`config.mk`:
```
export PLATFORM = sky130hd
export DESIGN_NAME = smi_exec
export DESIGN_NICKNAME = d
export VERILOG_FILES = /design/src/smi_ptr_file.v /design/src/smi_exec.v
export VERILOG_INCLUDE_DIRS = /design/src /design/src/src
export SDC_FILE = /design/constraint.sdc
export NUM_CORES = 1
export LEC_CHECK = 0
export BUFFER_PORTS_ARGS = -buffer_cell sky130_fd_sc_hd__clkbuf_2
export CORE_ASPECT_RATIO = 2
export CORE_MARGIN = 2
export CORE_UTILIZATION = 61
export DETAILED_ROUTE_END_ITERATION = 12
export PLACE_DENSITY = 0.86
export SYNTH_ARGS = -nofsm -noshare
export SYNTH_HDL_FRONTEND = slang
export SYNTH_SLANG_ARGS = --single-unit
export TNS_END_PERCENT = 20
```
`constraint.sdc`:
```
create_clock -name ref_clk -period 6.9 [get_ports ref_clk]
set_input_delay 1.38 -clock ref_clk [delete_from_list [all_inputs] [get_ports ref_clk]]
set_output_delay 1.38 -clock ref_clk [all_outputs]
set_load 0.1 [all_outputs]
```
`src/smi_defs.vh`:
```
// constants for the shift/move/indirect-load execution datapath
// assumes plain verilog-2005 includers; definitions only
`ifndef SMI_DEFS_VH
`define SMI_DEFS_VH
`define SMI_DW 8
`define SMI_AW 16
`define SMI_FW 7
`define SMI_OP_NONE 2'h0
`define SMI_OP_LSR 2'h1
`define SMI_OP_COPY 2'h2
`define SMI_OP_ILD 2'h3
`define SMI_PU_PREINC 2'h0
`define SMI_PU_PREDEC 2'h1
`define SMI_PU_POSTINC 2'h2
`define SMI_PU_POSTDEC 2'h3
`define SMI_ONE16 16'h0001
`define SMI_MSB 7
`define SMI_ZERO8 8'h00
`define SMI_ZERO16 16'h0000
// file addresses of the two indirect windows and pointer bytes
`define SMI_WIN0 7'h00
`define SMI_WIN1 7'h01
`define SMI_PTR0L 7'h04
`define SMI_PTR0H 7'h05
`define SMI_PTR1L 7'h06
`define SMI_PTR1H 7'h07
`define SMI_ST_IDLE 3'h1
`define SMI_ST_READ 3'h2
`define SMI_ST_DONE 3'h4
`endif

```
`src/smi_ptr_file.v`:
```
// the two 16-bit pointer registers, one write port each cycle
// assumes synchronous reset and a shared clock enable
`timescale 1ns/10ps
`include "smi_defs.vh"
module smi_ptr_file (
   input wire ref_clk,
   input wire rst,
   input wire clkEn,
   input wire wrEn,
   input wire wrSel,
   input wire [`SMI_AW-1:0] wrData,
   output wire [`SMI_AW-1:0] ptr0,
   output wire [`SMI_AW-1:0] ptr1
);
   reg [`SMI_AW-1:0] ptr_ff [0:1];
   genvar i;
   generate
      for (i = 0; i < 2; i = i + 1) begin : g_ptr
         always @(posedge ref_clk) begin
            if (rst) begin
               ptr_ff[i] <= `SMI_ZERO16;
            end else if (clkEn && wrEn && (wrSel == i)) begin
               ptr_ff[i] <= wrData;
            end
         end
      end
   endgenerate
   assign ptr0 = ptr_ff[0];
   assign ptr1 = ptr_ff[1];
endmodule // smi_ptr_file

```
`src/smi_exec.v`:
```
// execution datapath: right shift, register copy, indirect load
// assumes a data memory port with read data valid in the same cycle that memRd is high
`timescale 1ns/10ps
`include "smi_defs.vh"
module smi_exec (
   input wire ref_clk,
   input wire rst,
   input wire clkEn,
   input wire start,
   input wire [1:0] opSel,
   input wire [`SMI_FW-1:0] fileAddr,
   input wire destSel,
   input wire ptrIdx,
   input wire relMode,
   input wire [1:0] pointer_update_code,
   input wire [5:0] relOffset,
   input wire [`SMI_DW-1:0] memRdData,
   output wire busy,
   output reg done,
   output reg memRd,
   output reg memWr,
   output reg [`SMI_AW-1:0] memAddr,
   output reg [`SMI_DW-1:0] memWrData,
   output wire [`SMI_DW-1:0] accum,
   output wire carryFlag,
   output wire zeroFlag,
   output wire [`SMI_AW-1:0] pointer0,
   output wire [`SMI_AW-1:0] pointer1
);
   reg [2:0] state_ff;
   reg [2:0] nxt_state;
   reg [`SMI_DW-1:0] acc_ff;
   reg [`SMI_DW-1:0] nxt_acc;
   reg carry_ff;
   reg nxt_carry;
   reg zero_ff;
   reg nxt_zero;
   reg [1:0] op_ff;
   reg dest_ff;
   reg [`SMI_AW-1:0] wbAddr_ff;
   reg nxt_done;
   reg nxt_memRd;
   reg nxt_memWr;
   reg [`SMI_AW-1:0] nxt_memAddr;
   reg [`SMI_DW-1:0] nxt_memWrData;
   reg [`SMI_AW-1:0] nxt_wbAddr;
   reg ptrWr;
   reg ptrWrSel;
   reg [`SMI_AW-1:0] ptrWrData;
   reg [`SMI_DW-1:0] result;
   reg [`SMI_AW-1:0] selPtr;
   reg [`SMI_AW-1:0] stepPtr;
   reg [`SMI_AW-1:0] offAddr;
   wire [`SMI_AW-1:0] ptr0;
   wire [`SMI_AW-1:0] ptr1;

   // operand address: a window name resolves to its pointer
   function [`SMI_AW-1:0] resolve;
      input [`SMI_FW-1:0] fa;
      input [`SMI_AW-1:0] p0;
      input [`SMI_AW-1:0] p1;
      begin
         if (fa == `SMI_WIN0) begin
            resolve = p0;
         end else if (fa == `SMI_WIN1) begin
            resolve = p1;
         end else begin
            resolve = {{(`SMI_AW-`SMI_FW){1'b0}}, fa};
         end
      end
   endfunction

   smi_ptr_file u_ptr (
      .ref_clk(ref_clk),
      .rst(rst),
      .clkEn(clkEn),
      .wrEn(ptrWr),
      .wrSel(ptrWrSel),
      .wrData(ptrWrData),
      .ptr0(ptr0),
      .ptr1(ptr1)
   );

   assign busy = !state_ff[0];
   assign accum = acc_ff;
   assign carryFlag = carry_ff;
   assign zeroFlag = zero_ff;
   assign pointer0 = ptr0;
   assign pointer1 = ptr1;

   always @* begin
      selPtr = ptrIdx ? ptr1 : ptr0;
      // 16-bit add drops the carry, so both ways wrap
      if (pointer_update_code[0]) begin
         stepPtr = selPtr - `SMI_ONE16;
      end else begin
         stepPtr = selPtr + `SMI_ONE16;
      end
      offAddr = selPtr + {{(`SMI_AW-6){relOffset[5]}}, relOffset};
      if (op_ff == `SMI_OP_LSR) begin
         result = {1'b0, memRdData[`SMI_MSB:1]};
      end else begin
         result = memRdData;
      end
   end

   always @* begin
      nxt_state = state_ff;
      nxt_acc = acc_ff;
      nxt_carry = carry_ff;
      nxt_zero = zero_ff;
      nxt_done = 1'b0;
      nxt_memRd = 1'b0;
      nxt_memWr = 1'b0;
      nxt_memAddr = memAddr;
      nxt_memWrData = memWrData;
      nxt_wbAddr = wbAddr_ff;
      ptrWr = 1'b0;
      ptrWrSel = ptrIdx;
      ptrWrData = stepPtr;
      case (state_ff)
         `SMI_ST_IDLE: begin
            if (start && opSel != `SMI_OP_NONE) begin
               nxt_memRd = 1'b1;
               nxt_state = `SMI_ST_READ;
               if (opSel == `SMI_OP_ILD) begin
                  if (relMode) begin
                     nxt_memAddr = offAddr;
                  end else if (!pointer_update_code[1]) begin
                     nxt_memAddr = stepPtr;
                  end else begin
                     nxt_memAddr = selPtr;
                  end
                  // the window itself never holds data
                  ptrWr = !relMode;
               end else begin
                  nxt_memAddr = resolve(fileAddr, ptr0, ptr1);
               end
               nxt_wbAddr = nxt_memAddr;
            end
         end
         `SMI_ST_READ: begin
            // read data arrive here; commit acc and flags this cycle, the memory write-back lands one cycle later
            nxt_state = `SMI_ST_DONE;
            nxt_done = 1'b1;
            nxt_zero = (result == `SMI_ZERO8);
            if (op_ff == `SMI_OP_LSR) begin
               nxt_carry = memRdData[0];
            end
            if (op_ff == `SMI_OP_ILD || !dest_ff) begin
               nxt_acc = result;
            end else begin
               nxt_memWr = 1'b1;
               nxt_memAddr = wbAddr_ff;
               nxt_memWrData = result;
            end
         end
         `SMI_ST_DONE: begin
            nxt_state = `SMI_ST_IDLE;
         end
         default: begin
            nxt_state = `SMI_ST_IDLE;
         end
      endcase
   end

   always @(posedge ref_clk) begin
      if (rst) begin
         state_ff <= `SMI_ST_IDLE;
         acc_ff <= `SMI_ZERO8;
         carry_ff <= 1'b0;
         zero_ff <= 1'b0;
         op_ff <= `SMI_OP_NONE;
         dest_ff <= 1'b0;
         wbAddr_ff <= `SMI_ZERO16;
         done <= 1'b0;
         memRd <= 1'b0;
         memWr <= 1'b0;
         memAddr <= `SMI_ZERO16;
         memWrData <= `SMI_ZERO8;
      end else if (clkEn) begin
         state_ff <= nxt_state;
         acc_ff <= nxt_acc;
         carry_ff <= nxt_carry;
         zero_ff <= nxt_zero;
         if (state_ff == `SMI_ST_IDLE) begin
            op_ff <= opSel;
            dest_ff <= destSel;
         end
         wbAddr_ff <= nxt_wbAddr;
         done <= nxt_done;
         memRd <= nxt_memRd;
         memWr <= nxt_memWr;
         memAddr <= nxt_memAddr;
         memWrData <= nxt_memWrData;
      end
   end
endmodule // smi_exec

```
==> out/qor.log <==
INFO  final_layout   finish.utilization=0.716
INFO  worst_setup_path worst-endpoint-required=7120ps
INFO  timing         setup_viol_count_final=0
INFO  route          avgViaCountPerCell=6.71
INFO  synth          synth_area_per_cell=8.48um^2
INFO  synth          dominantRegCellSynth=dfxtp_1
INFO  clocking       worst_skew_late_latency=350ps
INFO  route          drc=0
INFO  die            site_rows=50
INFO  route          remaining_antenna_violation_count=0
INFO  synth          netlist.area_leader.share=0.201
INFO  synth          netlist.top_cell.by_area=dfxtp_1
INFO  clocking       post_cts.resized_instances=0
INFO  grt            grt_pass1_wl=29500um
INFO  grt            antenna_found_initial=0
INFO  die            start_util=0.625
INFO  placed_design  globalplace.congestion=1.14
INFO  worst_setup_path cp_data_arrival_time=4750ps
INFO  final_layout   share_of_post_route_cells_with_drive_strength_above_1=0.187
INFO  synth          yosys_register_bits=91
INFO  run            cap_viol_max_count=0
INFO  synth          yosys-top-cells-area=dfxtp_1 20%, edfxtp_1 16%, nor2_1 7.0%
INFO  worst_setup_path criticalPathCategory=primary input to register
INFO  placed_design  io_buffer_count=101
INFO  worst_setup_path worst_setup_path_start_kind=primary input
INFO  final_layout   most-common-layout-cells=109 x nor2_1, 101 x clkbuf_2, 69 x a21oi_1
INFO  route          post_drt_wl_per_cell=21.3um
INFO  timing         hold-worst-slack=462ps
INFO  power          vdd_drop_max=0.230mV
INFO  timing         hold_violations=0
INFO  power          totalPowerFinal=1550uW
INFO  route          routed_wl=18800um
INFO  placed_design  hpwl=13700um
INFO  timing         grt_setup_unrepaired=no
INFO  clocking       number_of_buffers_inserted_for_hold_repair_after_clock_tree_synthesis=0
INFO  power          power.static_leakage=0.00282uW
INFO  placed_design  place_inst=867
INFO  timing         final.period_utilization=0.656
INFO  synth          postSynth.asyncResetShare=0
INFO  synth          synth.cell_area=5870um^2
INFO  clocking       tritoncts_clock_tree=done
INFO  final_layout   most_frequent_standard_cell_in_the_layout_excluding_fill_and_tap_cells=nor2_1
INFO  grt            grt_overflow_total=0
INFO  clocking       cts_sinks=91
INFO  die            design.die.area=10500um^2
INFO  clocking       root_buffer=clkbuf_16
INFO  timing         clock.fmax=221MHz
INFO  timing         finalSetupTns=0ps
INFO  timing         fin_worst_skew=10.4ps
INFO  route          drt_first_iter_violations=512
INFO  grt            grt_pass1_vias=5873
INFO  clocking       path_clk_slew=70ps
INFO  grt            grt_util_all_layers=0.373
INFO  final_layout   finish.cell_count_without_fillers=883
INFO  worst_setup_path setup.worst_path.end_class=register
INFO  timing         min_period=4530ps
INFO  synth          synth.lib_cells_used.distinct=64
INFO  synth          synth_enable_flop_cells=32
INFO  synth          syn_inst=692
INFO  clocking       numCtsBuffers=9
INFO  timing         slew_viol_final=0
INFO  route          detail_route.first_pass.iterations=6
INFO  clocking       cts_post_setup_buffers_inserted=0
INFO  final_layout   nNetsFinal=837
INFO  route          number_of_vias_in_the_routed_layout=5929
INFO  worst_setup_path critPathMaxFanout=21
INFO  timing         slew_headroom=0.312
INFO  die            design.core.area=9380um^2
INFO  die            die_w=73.4um
INFO  die            ios=102
INFO  timing         worst_margin_slew=1030ps
INFO  synth          seq_total_area_yosys=0.365
INFO  grt            grt_max_degree=69
INFO  die            floorplan.die.height=143um
INFO  status         status=finished clean
INFO  final_layout   area_delta_synth_final=14.4%
INFO  synth          synth-warning-count=0
INFO  synth          synth_nets=755
INFO  hold_path      hp-class=register to register
INFO  clocking       htree_num_levels=3
INFO  final_layout   antennaDiodeCount=0
INFO  power          power_density=231nW/um^2
INFO  clocking       max-clock-path-buffers=2
## where the power goes
group          internal [uW]  leakage (uW)  switching (uW)  total, uW
clock network            290      0.000156             240        531
registers                575      0.000811            15.7        591
logic                    122       0.00185             306        428
## final cells by class
| cell class | instances | area, um^2 |
|---|---|---|
| Sequential cell | 91 | 2140 |
| Multi-Input combinational cell | 554 | 3540 |
| Tap cell | 104 | 130 |
| Clock inverter | 7 | 90.1 |
| Inverter | 13 | 48.8 |
| Fill cell | 764 | 2670 |
| Timing Repair Buffer | 105 | 536 |
| Clock buffer | 9 | 225 |
## path summary, 6_finish.rpt
kind / startpoint / end / slack (ps) / cells after the start
setup / recovery: ptrIdx / memAddr[14] / 2370 / 11
hold / removal: memAddr[4] / memAddr[4] / 460 / 2
setup reg to reg: u_ptr.ptr_ff[1][5] / memAddr[14] / 3500 / 10
hold reg to reg: memAddr[4] / memAddr[4] / 460 / 2
## Yosys cell counts (10+ instances only)
master	n
dfxtp_1	59
inv_1	13
a21oi_1	69
nand2_1	50
ha_1	29
nor2_1	109
xnor2_1	17
o21ai_1	10
nand3_1	11
clkbuf_1	28
edfxtp_1	32
nor3_1	24
o21ai_0	29
mux2i_1	22
o21a_1	10
mux2_2	15
a211oi_1	24
a21o_1	10
xor2_1	11
## flip-flops by register name (all words and copies together) (netlist names)
signal	cells
memAddr	16
zeroFlag	1
memWrData	8
state_ff	3
u_ptr.ptr_ff	32
wbAddr_ff	16
done	1
op_ff	2
carryFlag	1
memRd	1
accum	8
memWr	1
dest_ff	1
## per-stage QoR
| stage | instance area [um^2] | worst slack (ps) |
|---|---|---|
| 3_3_place_gp | 6400 | 2410 |
| 6_report | 6720 | 2370 |
| 3_5_place_dp | 6400 | 2270 |
| 2_1_floorplan | 5870 | 2750 |
| 5_1_grt | 6720 | 2270 |
| 4_1_cts | 6720 | 2640 |
## logic make-up after synthesis
logic type               share of synthesized area
buffers and inverters                       0.0311
AND/OR/NAND/NOR                              0.192
flip-flops                                   0.365
AO/OA/AOI/OAI                                0.229
multiplexers                                0.0727
adder cells (fa/ha/maj)                     0.0686
XOR/XNOR                                    0.0418
## worst max-delay path, stage by stage
cell and delay [ps]:
clkbuf_2 460, mux2_2 450, ha_1 430, o21ai_1 160
a211o_1 280, a31o_1 230, a41oi_1 500, nand2_1 170
a22oi_1 450, or3_1 170, o21ai_1 50
## per-layer routing
layer	vias to the layer above	wire length (um)	track usage
met2	336	9560	0.629
met4	0	1670	0.299
met5	-	0	0
met1	2757	6350	0.385
li1	2722	-	-
met3	114	1270	0.0797
(Power assumes the default switching activity.)
